==> src/fsfu_consts.svh <==
// fault status flag constants: offsets, bit positions, reset values
`ifndef FSFU_CONSTS_SVH
`define FSFU_CONSTS_SVH

`define FSFU_FAULT_STATUS_OFS 12'hD28
`define FSFU_BUS_BYTE_OFS 12'hD29
`define FSFU_USAGE_HALF_OFS 12'hD2A
`define FSFU_INVALID_STATE_POS 17
`define FSFU_UNDEFINED_INSTR_POS 16
`define FSFU_ADDR_VALID_POS 15
`define FSFU_RSVD_HI_POS 14
`define FSFU_RSVD_LO_POS 13
`define FSFU_STATUS_RESET 32'h0000_0000
`define FSFU_FLAG_RESET 1'b0
`define FSFU_FLAG_COUNT 3

`endif

==> src/fsfu_pkg.sv <==
// fault status flag types
package fsfu_pkg;
  typedef logic [31:0] fsfu_word_type;
  typedef logic [3:0] fsfu_lanes_type;
  typedef logic [11:0] fsfu_offset_type;
endpackage : fsfu_pkg

==> src/fsfu_w1c_flag.sv <==
// one sticky write-one-to-clear fault flag
`timescale 1ns/100ps
`default_nettype none
`include "fsfu_consts.svh"

module fsfu_w1c_flag (
  input wire logic mclk,
  input wire logic rst_n,
  input wire logic set_evt,
  input wire logic clear_w1c,
  input wire logic drop_evt,
  output logic flag_q
);
  logic flag_d;

  // set wins over any clear in the same cycle
  always_comb begin
    flag_d = set_evt | (flag_q & ~clear_w1c & ~drop_evt);
  end

  always_ff @(posedge mclk or negedge rst_n) begin
    if (!rst_n) begin
      flag_q <= `FSFU_FLAG_RESET;
    end else begin
      flag_q <= flag_d;
    end
  end
endmodule : fsfu_w1c_flag

`default_nettype wire

==> src/fsfu_capture_reg.sv <==
// load-enabled capture register for fault addresses and return counters
`timescale 1ns/100ps
`default_nettype none

module fsfu_capture_reg #(
  parameter int WIDTH = 32
) (
  input wire logic mclk,
  input wire logic rst_n,
  input wire logic load,
  input wire logic [WIDTH-1:0] din,
  output logic [WIDTH-1:0] dout_q
);
  logic [WIDTH-1:0] dout_d;

  always_comb begin
    dout_d = load ? din : dout_q;
  end

  always_ff @(posedge mclk or negedge rst_n) begin
    if (!rst_n) begin
      dout_q <= '0;
    end else begin
      dout_q <= dout_d;
    end
  end
endmodule : fsfu_capture_reg

`default_nettype wire

==> src/fsfu_fault_status.sv <==
// fault status flags: invalid state, undefined instruction, bus address valid
// Summary of operation
// - illegal execution-state-register use sets the invalid-state flag, bit 17
// - invalid-state fault saves the offending instruction's address as return counter
// - undefined instruction touching the execution state register leaves invalid-state clear
// - undefined instruction attempt sets the undefined-instruction flag, bit 16
// - undefined-instruction fault saves the undefined instruction's address as return counter
// - anything the decoder cannot decode counts as undefined
// - bus fault with known address sets address-valid flag, bit 15
// - a later different fault, such as memory management, may clear address-valid
// - a write clears a flag only where it has a one; zero leaves it unchanged
// - bits 14:13 reserved, read zero, writes ignored
// - whole register readable and clearable by word access at offset 0xD28
// - usage halfword 31:16 and bus byte 15:8 accessible independently
`timescale 1ns/100ps
`default_nettype none
`include "fsfu_consts.svh"

module fsfu_fault_status (
  input wire logic mclk,
  input wire logic rst_n,
  // system space access, word aligned with byte lanes
  input wire logic sys_sel,
  input wire logic sys_write,
  input wire logic [11:0] sys_addr,
  input wire logic [3:0] sys_byte_en,
  input wire logic [31:0] sys_wdata,
  output logic [31:0] sys_rdata,
  output logic sys_ack,
  // decoder and fault capture path
  input wire logic dec_undefined,
  input wire logic dec_illegal_state,
  input wire logic [31:0] instr_pc,
  input wire logic bus_fault,
  input wire logic bus_fault_addr_known,
  input wire logic [31:0] bus_fault_addr,
  input wire logic mem_fault,
  // flag and capture outputs
  output logic invalid_state_flag,
  output logic undefined_instr_flag,
  output logic bus_fault_addr_valid,
  output logic [31:0] stacked_return_pc,
  output logic [31:0] bus_fault_address_reg
);
  localparam int NFLAG = `FSFU_FLAG_COUNT;
  localparam int FLAG_POS [NFLAG] = '{
    `FSFU_INVALID_STATE_POS, `FSFU_UNDEFINED_INSTR_POS, `FSFU_ADDR_VALID_POS};

  // ---------------------------------------------------------------
  // address decode
  // ---------------------------------------------------------------
  function automatic logic fsfu_hit(input fsfu_pkg::fsfu_offset_type addr);
    logic [11:0] base;
    base = `FSFU_FAULT_STATUS_OFS;
    if (addr[11:2] == base[11:2]) begin
      fsfu_hit = 1'b1;
    end else begin
      fsfu_hit = 1'b0;
    end
  endfunction : fsfu_hit

  logic wr_hit;
  logic rd_hit;
  assign wr_hit = sys_sel & sys_write & fsfu_hit(sys_addr);
  assign rd_hit = sys_sel & ~sys_write & fsfu_hit(sys_addr);

  // ---------------------------------------------------------------
  // event qualification
  // ---------------------------------------------------------------
  logic undefined_instr_flag_evt;
  logic inv_evt;
  logic bus_fault_addr_valid_evt;
  logic usage_evt;
  // the decoder's undefined signal covers every undecodable pattern
  assign undefined_instr_flag_evt = dec_undefined;
  // undefined wins: no invalid-state cause for an undefined opcode
  assign inv_evt = dec_illegal_state & ~dec_undefined;
  assign bus_fault_addr_valid_evt = bus_fault & bus_fault_addr_known;
  assign usage_evt = undefined_instr_flag_evt | inv_evt;

  // ---------------------------------------------------------------
  // sticky flags
  // ---------------------------------------------------------------
  logic [NFLAG-1:0] set_vec;
  logic [NFLAG-1:0] clr_vec;
  logic [NFLAG-1:0] drop_vec;
  logic [NFLAG-1:0] flag_vec;

  assign set_vec = {bus_fault_addr_valid_evt, undefined_instr_flag_evt, inv_evt};
  // only the address-valid flag is dropped by an unrelated later fault
  assign drop_vec = {mem_fault, 1'b0, 1'b0};

  genvar gi;
  generate
    for (gi = 0; gi < NFLAG; gi++) begin : g_flag
      // clear needs the owning byte lane enabled and a one in the bit
      assign clr_vec[gi] = wr_hit & sys_byte_en[FLAG_POS[gi] / 8]
                           & sys_wdata[FLAG_POS[gi]];
      fsfu_w1c_flag u_flag (
        .mclk(mclk),
        .rst_n(rst_n),
        .set_evt(set_vec[gi]),
        .clear_w1c(clr_vec[gi]),
        .drop_evt(drop_vec[gi]),
        .flag_q(flag_vec[gi])
      );
    end
  endgenerate

  assign invalid_state_flag = flag_vec[0];
  assign undefined_instr_flag = flag_vec[1];
  assign bus_fault_addr_valid = flag_vec[2];

  // ---------------------------------------------------------------
  // captured return counter and fault address
  // ---------------------------------------------------------------
  // the faulting instruction itself is saved, not the next one
  fsfu_capture_reg #(.WIDTH(32)) u_ret_pc (
    .mclk(mclk),
    .rst_n(rst_n),
    .load(usage_evt),
    .din(instr_pc),
    .dout_q(stacked_return_pc)
  );

  fsfu_capture_reg #(.WIDTH(32)) u_fault_addr (
    .mclk(mclk),
    .rst_n(rst_n),
    .load(bus_fault_addr_valid_evt),
    .din(bus_fault_addr),
    .dout_q(bus_fault_address_reg)
  );

  // ---------------------------------------------------------------
  // read path
  // ---------------------------------------------------------------
  fsfu_pkg::fsfu_word_type status_word;
  fsfu_pkg::fsfu_word_type lane_mask;
  fsfu_pkg::fsfu_word_type rdata_d;
  logic ack_d;

  always_comb begin
    status_word = `FSFU_STATUS_RESET;
    for (int i = 0; i < NFLAG; i++) begin
      status_word[FLAG_POS[i]] = flag_vec[i];
    end
    // reserved bits never carry state
    status_word[`FSFU_RSVD_HI_POS:`FSFU_RSVD_LO_POS] = 2'b00;
    for (int i = 0; i < 4; i++) begin
      lane_mask[i*8 +: 8] = {8{sys_byte_en[i]}};
    end
    // unmapped reads answer zero so software never sees stale data
    rdata_d = rd_hit ? (status_word & lane_mask) : 32'h0000_0000;
    ack_d = sys_sel;
  end

  always_ff @(posedge mclk or negedge rst_n) begin
    if (!rst_n) begin
      sys_rdata <= 32'h0000_0000;
      sys_ack <= 1'b0;
    end else begin
      sys_rdata <= rdata_d;
      sys_ack <= ack_d;
    end
  end

  logic wr_clr_undefined_instr_flag;
  assign wr_clr_undefined_instr_flag = wr_hit && sys_byte_en[2] && sys_wdata[16];
endmodule : fsfu_fault_status

`default_nettype wire

==> config.mk <==
export PLATFORM = sky130hd
export DESIGN_NAME = fsfu_fault_status
export DESIGN_NICKNAME = d
export VERILOG_FILES = /design/src/fsfu_pkg.sv /design/src/fsfu_w1c_flag.sv /design/src/fsfu_capture_reg.sv /design/src/fsfu_fault_status.sv
export VERILOG_INCLUDE_DIRS = /design/src
export SDC_FILE = /design/constraint.sdc
export NUM_CORES = 1
export LEC_CHECK = 0
export ABC_AREA = 0
export BUFFER_PORTS_ARGS = -buffer_cell sky130_fd_sc_hd__buf_2
export CAP_MARGIN = 25
export CORE_MARGIN = 10
export CORE_UTILIZATION = 30
export CTS_BUF_LIST = sky130_fd_sc_hd__clkbuf_4
export DETAILED_ROUTE_END_ITERATION = 10
export PLACE_DENSITY = 0.67
export SLEW_MARGIN = 10
export SYNTH_ARGS = -nofsm -noshare
export SYNTH_HDL_FRONTEND = slang
export SYNTH_SLANG_ARGS = --single-unit
==> constraint.sdc <==
create_clock -name mclk -period 1.33 [get_ports mclk]
set_input_delay 0.0665 -clock mclk [delete_from_list [all_inputs] [get_ports mclk]]
set_output_delay 0.0665 -clock mclk [all_outputs]
set_load 0.02 [all_outputs]
# [Word-level counts from Yosys, hierarchy flattened]
# Index checks and enable logic that the tools add are counted.
[word_totals] regBits=100 word_cells=36 out_inout_bits=100 inputBits=121
[classes] n_mux=2 n_bitwise=26 n_eq_ne=1
[op_table] op="bitwise AND 18 x 32 -> 32 bit" count=1
[op_table] op="two-way mux 32 bit" count=1
[op_table] op="bitwise AND 1 bit" count=15
[op_table] op="== test 10 bit (second input constant)" count=1
[op_table] op="inverter 1 bit" count=6
[op_table] op="bitwise OR 1 bit" count=4
[op_table] op="two-way mux 1 bit" count=1

# [Depth between registers and ports, before layout]
# Gate-level depths: netlist of run 1.
[logic_depth] word_depth=9 ltp_mapped=3 mapped_depth_nobuf=3

# [Hierarchy]
# A second synthesis of run 1 with hierarchy kept.
[hier_totals] hier_cells=198 hier_area_um2=3251.9
[by_module_without_submodules] module="fsfu_capture_reg" area_per_inst_um2=1345.0 cells_per_inst=68 n_inst=2
[by_module_without_submodules] module="fsfu_fault_status" area_per_inst_um2=452.9 cells_per_inst=53 n_inst=1
[by_module_without_submodules] module="fsfu_w1c_flag" area_per_inst_um2=36.3 cells_per_inst=3 n_inst=3

# [Least setup slack after synthesis of run 1]
# Ideal clock, no wire load.
[synth_path] kind="in2reg" startpoint="in sys_addr[7]" endpoint="reg g_flag[0].u_flag.flag_q" slack_ns=0.035 cell_stages=3 path_buffers=0 arrival_time_ns=1.169 cell_sequence="or2_1 -> or4_4 -> a221o_1"
[synth_between] elab_chain_len=8
[synth_rtl] item="start: declaration" line_no="fsfu_fault_status.sv:25" rtl="input wire logic [11:0] sys_addr,"
[synth_rtl] item="== test 10 bit" line_no="fsfu_fault_status.sv:55" rtl="if (addr[11:2] == base[11:2]) begin"
[synth_rtl] item="two-way mux 1 bit" line_no="fsfu_fault_status.sv:55"
[synth_rtl] item="bitwise AND 1 bit" line_no="fsfu_fault_status.sv:64" rtl="assign wr_hit = sys_sel & sys_write & fsfu_hit(sys_addr);"
[synth_rtl] item="bitwise AND 1 bit" line_no="fsfu_fault_status.sv:97" rtl="assign clr_vec[gi] = wr_hit & sys_byte_en[FLAG_POS[gi] / 8]"
[synth_rtl] item="bitwise AND 1 bit" line_no="fsfu_fault_status.sv:98" rtl="& sys_wdata[FLAG_POS[gi]];"
[synth_rtl] item="inverter 1 bit" line_no="fsfu_w1c_flag.sv:18" rtl="flag_d = set_evt | (flag_q & ~clear_w1c & ~drop_evt);"
[synth_rtl] item="bitwise AND 1 bit" line_no="fsfu_w1c_flag.sv:18"
[synth_rtl] item="bitwise OR 1 bit" line_no="fsfu_w1c_flag.sv:18"
[synth_rtl] item="net g_flag[0].u_flag.flag_d" line_no="fsfu_w1c_flag.sv:14" rtl="logic flag_d;"
[synth_rtl] item="end signal: assignment" line_no="fsfu_w1c_flag.sv:23" rtl="flag_q <= `FSFU_FLAG_RESET;"
[synth_rtl] item="end signal: assignment" line_no="fsfu_w1c_flag.sv:25" rtl="flag_q <= flag_d;"
[synth_rtl] item="end: declaration" line_no="fsfu_w1c_flag.sv:12" rtl="output logic flag_q"
# The timed path passes the listed nets, and every way through them passes these cells.
# A chain may end at the register's enable or synchronous reset.

# [Worst setup path after layout of run 1]
[layout_path] startpoint="in sys_sel" endpoint="reg g_flag[0].u_flag.flag_q"
[layout_between] elab_chain_len=7
[layout_rtl] item="start: declaration" line_no="fsfu_fault_status.sv:23" rtl="input wire logic sys_sel,"
[layout_rtl] item="bitwise AND 1 bit (2 in series)" line_no="fsfu_fault_status.sv:64"
[layout_rtl] item="bitwise AND 1 bit" line_no="fsfu_fault_status.sv:97"
[layout_rtl] item="bitwise AND 1 bit" line_no="fsfu_fault_status.sv:98"
[layout_rtl] item="inverter 1 bit" line_no="fsfu_w1c_flag.sv:18"
[layout_rtl] item="bitwise AND 1 bit" line_no="fsfu_w1c_flag.sv:18"
[layout_rtl] item="bitwise OR 1 bit" line_no="fsfu_w1c_flag.sv:18"
[layout_rtl] item="net g_flag[0].u_flag.flag_d" line_no="fsfu_w1c_flag.sv:14"
# The timed path passes the listed nets, and every way through them passes these cells.

==> metrics.cfg, run 1 <==
[run_status]
status = finished clean

[floorplanning]
core-area_mm2 = 0.00933
die_area_mm2 = 0.0140
io-pin-count = 221
die_x_um = 118
die_y_um = 118
rows = 35
start_util_pct = 31.1

[timing]
min_period_ps = 1290
fmax_ghz = 0.777
setup-tns-final_ps = 0
clock_skew_ps = 7.72
finalSetupViolations = 0
fin_crit_sh_pct = 96.7
final-max-slew-violation-count = 0
rsz0062_at_grt = false
hold_viol_final = 0

[clock_network]
root_buffer = clkbuf_4
cts_made_buffers = 9
clock_insertion_delay_worst_skew_ps = 400
cts.htree.levels = 3
clock_path_buffers = 2
clock-sinks = 71
cts_tree = done
path_clk_slew_ps = 120

[drt]
drt_drc_violations_left = 0
drtIter0Drc = 72
vias = 2342
routedWlPerCell_um = 15.9
wl_mm = 9.00
ant_nets = 0
dr.pass1.iters = 6
drt-vias-per-instance = 4.13

[global_routing]
grt_use_total_pct = 12.6
grt_pass1_vias = 2693
grt_pass1_wl_mm = 14.4
grt-ovfl-total = 0
grt_max_degree = 72
antenna_found_initial = 0

[layout]
area_growth_syn_to_layout_pct = 60.0
utilization_pct = 49.7
drive_gt1_share_pct = 56.4
fillers = 822
n_antenna_cell = 0
layout.nets = 554

[synthesis]
yosysSeqAreaShare_pct = 61.3
synth_edf_count = 0
syn_area_mm2 = 0.00290
netlist-cell-type-count = 24
synth_seq_cells = 71
ys_warn_count = 0
async_reset_ff_share_pct = 100
ys.flop_type = dfrtp_1
syn_avg_cell_area_um2 = 15.0
syn-instance-count = 193

[hold_path]
min_path_type = input pin to register

[critical_path]
end_kind = register
critPathMaxFanout = 4
cp.arrival_ps = 1580
cp.required_ps = 1620
crit_path_max_incr_delay_ps = 530
crit_type = input pin to register
crit_chain = dlygate4sd3_1, buf_2, nand3_1, or4_4, a221o_1
startpoint_type = input pin
crit_slowest_cell = dlygate4sd3_1

[placement]
place_congestion = 0.731
io_buffers = 158
dp_hpwl_mm = 6.25

[power_and_ir_drop]
powerDensity_mw_per_mm2 = 1080
peakVddDrop_mv = 0.520
power_uw = 4990
p_leak_uw = 0.00224

[job]
maxCapViolations = 0

[cell usage after synthesis, drive strengths merged, types with 2 or more instances]
library cell,instances,area [µm²]
buf,35,244
dfrtp,71,1780
mux2,64,721
nand3,2,10.0
nand4b,2,17.5
nor3b,2,15.0
nor4,2,12.5
[area by class of cell]
cell class                 count  area (µm²)  share of cell area [%]
clock inverter                 7        48.8                    1.05
sequential                    71        1780                    38.3
tap                          129         161                    3.48
timing repair buffer         236        1590                    34.4
multi-input combinational    114         987                    21.3
clock buffer                   9        67.6                    1.46
inverter                       1        3.75                  0.0809
[cells in the final DEF, fill, tap and decap left out, types with 2 or more instances in the layout]
master	netlist	layout
clkbuf_4	0	9
buf_2	3	157
buf_4	29	5
nor3b_1	2	2
dfrtp_1	71	71
conb_1	1	29
buf_12	0	3
nor4_1	2	2
mux2_2	64	64
nand3_1	2	2
clkinvlp_4	0	3
nand4b_1	2	2
dlygate4sd3_1	0	71
[repair_timing]
action / 4_1_cts / 5_1_grt
resized for setup: 0 / 0
hold buffers: 71 / 0
setup buffers: 0 / 0
endpoints found under the hold margin: 141 / 0
[per-stage QoR]
step,cells,setup slack [ps],area (µm²),hold WS (ps)
floorplan,221,34.8,3000,-229
global placement,480,-57.9,3810,101
detailed placement,480,-61.3,3810,106
CTS,567,87.0,4640,17.9
global route,567,52.3,4640,48.7
finish,567,43.5,4640,53.3
[registers in the layout (all words and copies together), names as in the netlist]
register,flops
sys_rdata,3
u_fault_addr.dout_q,32
g_flag.u_flag.flag_q,3
u_ret_pc.dout_q,32
sys_ack,1
[final timing paths]
path | startpoint | to | slack, ps | cells past startpoint
min reg2reg | u_ret_pc.dout_q[8] | u_ret_pc.dout_q[8] | 510 | 1
max | sys_sel | g_flag[0].u_flag.flag_q | 40 | 5
min | sys_addr[8] | g_flag[2].u_flag.flag_q | 50 | 4
min in group asynchronous | rst_n | u_fault_addr.dout_q[30] | 180 | 3
max in group asynchronous | rst_n | u_ret_pc.dout_q[14] | 820 | 3
max reg2reg | g_flag[0].u_flag.flag_q | g_flag[0].u_flag.flag_q | 410 | 2
[critical path: cells and delay by family]
family / cells / cell delay, ps
buf+inv: 2 / 670
compound gates: 1 / 330
simple gates: 2 / 510
[per-layer routing]
metal / GRT usage (%) / vias up / part of all wire [%] / routed length (µm)
met3: 6.33 / 6 / 8.8 / 796
li1: - / 1093 / - / -
met1: 12.6 / 1143 / 36 / 3270
met2: 22.6 / 100 / 54 / 4870
met4: 2.78 / 0 / 0.66 / 59
met5: 0 / - / 0 / 0
[logic make-up after synthesis]
family / count (synthesis) / synth area share (%)
buffers and inverters: 36 / 8.55
DFF: 71 / 61.3
other: 1 / 0.129
and+or+nand+nor: 17 / 4.06
AOI/OAI and AO/OA: 4 / 1.12
muxes: 64 / 24.9
[power by group]
group / leakage, µW / internal, µW / total (µW) / switching [µW]
registers: 0.000832 / 2390 / 2500 / 111
clock network: 0.0000560 / 383 / 1180 / 802
logic: 0.00135 / 605 / 1310 / 707
total: 0.00224 / 3370 / 4990 / 1620
No activity file was read; power rests on OpenSTA's default activity.
==> run 2: changes to the inputs <==
CTS_BUF_LIST = default   (was sky130_fd_sc_hd__clkbuf_4)
==> run 2 against run 1 <==
Effect of this change:
- clock-buffer cell count rose by 1
- wire length fell by 0.46%
- clock power rose by 34%
- flip-flop and latch count did not move
- critical path depth fell by 1
- register-to-register slack barely moved
- clock skew fell by 5.0 ps
- via count fell by 0.43%
- sequential power barely moved
- final cell count fell by 0.71%
- largest cell class unchanged
- largest power group unchanged
==> metrics.cfg, run 2 (synthesis gave the netlist of run 1 again) <==
[clock_network]
clock-sinks = 71  ; unchanged
clock_path_buffers = 2  ; unchanged
path_clk_slew_ps = 80  ; -40 ps
cts.htree.levels = 3  ; unchanged
post_cts_buffers = 0  ; unchanged
clock_insertion_delay_worst_skew_ps = 340  ; -60 ps
root_buffer = clkbuf_8
cts_tree = done
cts_made_buffers = 9  ; unchanged

[critical_path]
crit_chain = buf_2, or2_1, or4_4, a221o_1
critical_path_buf_inv_count = 1  ; -1
crit_start = sys_addr[7]
startpoint_type = input pin
crit_type = input pin to register
cp.required_ps = 1550  ; -70 ps
critPathMaxFanout = 3  ; -1
crit_path_max_incr_delay_ps = 550  ; +20 ps
cp.arrival_ps = 1260  ; -320 ps
critPathTopFamily = simple AND/OR/NAND/NOR gates
end_kind = register
regToRegStartpoint = g_flag[0].u_flag.flag_q
crit_slowest_cell = or4_4

[global_routing]
grt-ovfl-total = 0  ; unchanged
grt_use_total_pct = 12.5  ; about the same
grt_max_degree = 72  ; unchanged
grt_pass1_vias = 2689  ; -0.15%
grt_pass1_wl_mm = 14.3  ; -0.48%
antenna_found_initial = 0  ; unchanged

[placement]
io_buffers = 158  ; unchanged
placed_cell_area_mm2 = 0.00381  ; unchanged
post-place-ws_ps = -61.3  ; unchanged
place_congestion = 0.731  ; unchanged
dp_hpwl_mm = 6.25  ; unchanged

[power_and_ir_drop]
p_clk_share_pct = 29.4  ; +5.7 points
combPwrFrac_pct = 24.2  ; -2.1 points
netSwitchingPower_uw = 1660  ; +2.7%
power_uw = 5380  ; +7.8%
internal_power_uw = 3720  ; +10%
powerDensity_mw_per_mm2 = 1150  ; +7.0%
peakVddDrop_mv = 0.523  ; +0.67%
seqPwrFrac_pct = 46.4  ; -3.6 points
p_leak_uw = 0.00226  ; +0.95%
switching_share_pct = 30.9  ; -1.5 points

[floorplanning]
die_y_um = 118  ; unchanged
start_util_pct = 31.1  ; unchanged
core-area_mm2 = 0.00933  ; unchanged
die_area_mm2 = 0.0140  ; unchanged
rows = 35  ; unchanged
die_x_um = 118  ; unchanged
io-pin-count = 221  ; unchanged

[layout]
area_growth_syn_to_layout_pct = 61.2
final_common_cell = buf_2
drive_gt1_share_pct = 56.9  ; +0.52 points
fillers = 810  ; -1.5%
largestRegisters = u_fault_addr.dout_q: 32 flops, u_ret_pc.dout_q: 32 flops
n_antenna_cell = 0  ; unchanged
utilization_pct = 50.1  ; +0.36 points
fin_area_mm2 = 0.00467  ; +0.73%
final_cell_mix = buf_2 (156), dfrtp_1 (71), dlygate4sd3_1 (67)
layout.nets = 550  ; -0.72%

[timing]
clock_skew_ps = 2.77  ; -4.96 ps
setup-tns-final_ps = 0  ; unchanged
fmax_ghz = 0.961  ; +24%
finalSetupViolations = 0  ; unchanged
hold_viol_final = 0  ; unchanged
fin_crit_sh_pct = 78.3  ; -18 points
min_period_ps = 1040  ; -246 ps
final-max-slew-violation-count = 0  ; unchanged
worst_slack_ps = 289  ; +246 ps
rsz0062_at_grt = false

[hold_path]
min_path_type = input pin to register
hold_path_startpoint = dec_illegal_state

[drt]
drt-vias-per-instance = 4.14  ; +0.28%
routedWlPerCell_um = 15.9  ; +0.25%
dr.pass1.iters = 4  ; -2
wl_mm = 8.96  ; -0.46%
ant_nets = 0  ; unchanged
vias = 2332  ; -0.43%
drtIter0Drc = 44  ; -39%
drt_drc_violations_left = 0  ; unchanged

[run_status]
status = finished clean

[job]
maxCapViolations = 0  ; unchanged

==> run 2: layout make-up <==
class	count	area (µm²)	area share [%]
Clock buffer	10	138	2.95
Timing Repair Buffer	232	1560	33.4
Sequential cell	71	1780	38.0
Clock inverter	6	45.0	0.964
Multi-Input combinational cell	114	987	21.1
Inverter	1	3.75	0.0803
Tap cell	129	161	3.45
==> run 2: worst paths after layout <==
check                                     endpoint  slack [ps]  cells past startpoint
min in group asynchronous  u_fault_addr.dout_q[30]         250                      3
setup / recovery           g_flag[0].u_flag.flag_q         290                      4
setup reg to reg           g_flag[0].u_flag.flag_q         410                      2
hold reg to reg                 u_ret_pc.dout_q[4]         500                      1
hold / removal             g_flag[0].u_flag.flag_q          20                      2
max in group asynchronous      u_ret_pc.dout_q[14]         750                      3
==> run 2: timing repair <==
action | 4_1_cts | 5_1_grt
gates resized for setup | 0 | 1
hold buffers | 68 | 0
endpoints found under the hold margin | 139 | 0
endpoints found under the setup margin | 0 | 3
==> run 2: per-layer routing <==
layer	wire length (µm)	share of wire, %	global-route usage (%)	vias up
met3	765	8.5	5.62	10
li1	-	-	-	1085
met5	0	0	0	-
met4	89	0.99	4.17	0
met1	3300	37	12.7	1136
met2	4810	54	22.4	101
==> run 2: per-stage QoR <==
step	std cells	hold slack (ps)
2_1_floorplan	221	-229
3_3_place_gp	480	101
3_5_place_dp	480	106
4_1_cts	564	0.168
5_1_grt	563	7.57
6_report	563	17.7
==> run 2: power by group through the flow <==
stage	registers, µW	clock network, µW	logic [µW]
after CTS	2500	1660	1310
final	2500	1580	1300
after global placement	2520	0	1130
after global routing	2530	1750	1400
after floorplan	2830	0	407
after detailed placement	2540	0	1150
==> run 3: changes to the inputs <==
clock period = 1.08 ns   (was 1.33 ns; I/O delays follow)
==> run 3 against run 2 <==
Effect of this change:
- clock power increased by 48%
- first-iteration DRC count increased by 4.5%
- flip-flop and latch count unchanged
- total power increased by 31%
- global-route usage increased by 0.17 points
- clock-buffer cell count decreased by 1
- largest cell class unchanged
- largest power group unchanged
==> metrics.cfg, run 3 (synthesis gave the netlist of run 1 again) <==
[clock_network]
path_clk_slew_ps = 80  ; about the same
clock-sinks = 71  ; unchanged
cts_tree = done
clock_path_buffers = 2  ; unchanged
clock_insertion_delay_worst_skew_ps = 330  ; about the same
cts.htree.levels = 3  ; unchanged
root_buffer = clkbuf_8
post_cts_buffers = 0  ; unchanged
cts_made_buffers = 9  ; unchanged

[timing]
timing.hold.ws_ps = 47.1  ; +29.4 ps
clock_skew_ps = 2.97  ; +0.207 ps
min_period_ps = 1020
fin_crit_sh_pct = 94.6
finalSetupViolations = 0  ; unchanged
hold_viol_final = 0  ; unchanged
fmax_ghz = 0.979
final-max-slew-violation-count = 0  ; unchanged
worst_slack_ps = 58.5  ; -231 ps
rsz0062_at_grt = false

[critical_path]
cp.required_ps = 1300  ; -250 ps
critPathMaxFanout = 4  ; +1
cp.arrival_ps = 1240  ; -20 ps
startpoint_type = input pin
crit_type = input pin to register
end_kind = register

[layout]
largestRegisters = u_fault_addr.dout_q: 32 flops, u_ret_pc.dout_q: 32 flops
area_growth_syn_to_layout_pct = 63.3
drive_gt1_share_pct = 56.8  ; -0.16 points
final_common_cell = buf_2
final_cell_mix = buf_2 (158), dfrtp_1 (71), dlygate4sd3_1 (70)
layout.nets = 553  ; +0.55%
instances_no_fill = 567  ; +0.71%

[global_routing]
antenna_found_initial = 1  ; +1
grt-ovfl-total = 0  ; unchanged
grt_busiest_layer = met2
grtUsageMet2_pct = 22.2  ; -0.24 points
grt_pass1_vias = 2766  ; +2.9%
grt_use_total_pct = 12.7  ; +0.17 points
grt_pass1_wl_mm = 14.7  ; +2.9%
grt_max_degree = 72  ; unchanged
met3_usage_pct = 6.09  ; +0.48 points
met1_usage_pct = 12.8  ; +0.10 points

[placement]
io_buffers = 158  ; unchanged
place_congestion = 0.785  ; +7.5%
dp.cells = 480  ; unchanged
dp_hpwl_mm = 6.12  ; -2.0%
post-place-ws_ps = -287  ; -226 ps

[drt]
drtIter0Drc = 46  ; +4.5%
drt-vias-per-instance = 4.13  ; -0.28%
wl_mm = 8.83  ; -1.4%
ant_nets = 0  ; unchanged
drt_drc_violations_left = 0  ; unchanged
vias = 2342  ; +0.43%
dr.pass1.iters = 4  ; unchanged
routedWlPerCell_um = 15.6  ; -2.1%

[floorplanning]
die_y_um = 118  ; unchanged
rows = 35  ; unchanged
die_area_mm2 = 0.0140  ; unchanged
die_x_um = 118  ; unchanged
io-pin-count = 221  ; unchanged
start_util_pct = 31.1  ; unchanged
core-area_mm2 = 0.00933  ; unchanged

[power_and_ir_drop]
peakVddDrop_mv = 0.971  ; +86%
p_leak_uw = 0.00228  ; +0.92%
power_uw = 7030  ; +31%
powerDensity_mw_per_mm2 = 1480  ; +29%

[hold_path]
min_path_type = input pin to register

[job]
maxCapViolations = 0  ; unchanged

[run_status]
status = finished clean

-- run 3: cell count changes in the layout (fill, tap and decap cells not counted) --
cell,change
dlygate4sd3_1,+3
buf_2,+2
bufinv_16,+2
buf_4,-1
clkbuf_8,-1
clkinv_4,-1
diode_2,+1
dlymetal6s4s_1,-1
-- run 3: per-layer routing --
metal / up-vias / share of wire, %
li1: 1090 / -
met1: 1125 / 36
met2: 116 / 52
met3: 11 / 10
met4: 0 / 1.2
met5: - / 0
-- run 3: path summary, 6_finish.rpt --
path	startpoint	to	slack (ps)	depth (start not counted)
worst max register to register	g_flag[0].u_flag.flag_q	g_flag[0].u_flag.flag_q	140	2
worst max-delay path	sys_addr[2]	g_flag[0].u_flag.flag_q	60	4
min in group asynchronous	rst_n	u_fault_addr.dout_q[29]	270	3
max in group asynchronous	rst_n	u_ret_pc.dout_q[14]	520	3
worst min register to register	u_fault_addr.dout_q[13]	u_fault_addr.dout_q[13]	500	1
worst min-delay path	sys_wdata[16]	g_flag[1].u_flag.flag_q	50	3
-- run 3: what timing repair did --
action	4_1_cts	5_1_grt
gates resized for setup	0	0
endpoints found under the setup margin	0	0
hold buffers	70	0
endpoints found under the hold margin	141	0
-- run 3: area by class of cell --
type / instances / area (µm²)
Multi-Input combinational cell: 114 / 987
Inverter: 1 / 3.75
Clock buffer: 9 / 124
Timing Repair Buffer: 235 / 1580
Sequential cell: 71 / 1780
Clock inverter: 7 / 96.3
Antenna cell: 1 / 2.50
Tap cell: 129 / 161
Fill cell: 819 / 4590
-- run 3: critical path, stage by stage --
cell and delay [ps]:
buf_2 100, nand4bb_1 220, or4_4 570, a221o_1 310
-- run 3: metrics by stage --
step                area [µm²]  setup TNS, ps  util, %
floorplan                 3000           -162        -
global placement          3810           -711     40.8
detailed placement        3810           -720     40.8
CTS                       4730              0     50.7
global route              4730              0     50.7
finish                    4730              0     50.7
-- run 3: power by group --
part	switching, µW	leakage (µW)	total [µW]	internal, µW
sequential	139	0.000832	3080	2940
combinational	863	0.00135	1610	744
clock	1040	0.000102	2340	1300
total	2040	0.00228	7030	4990
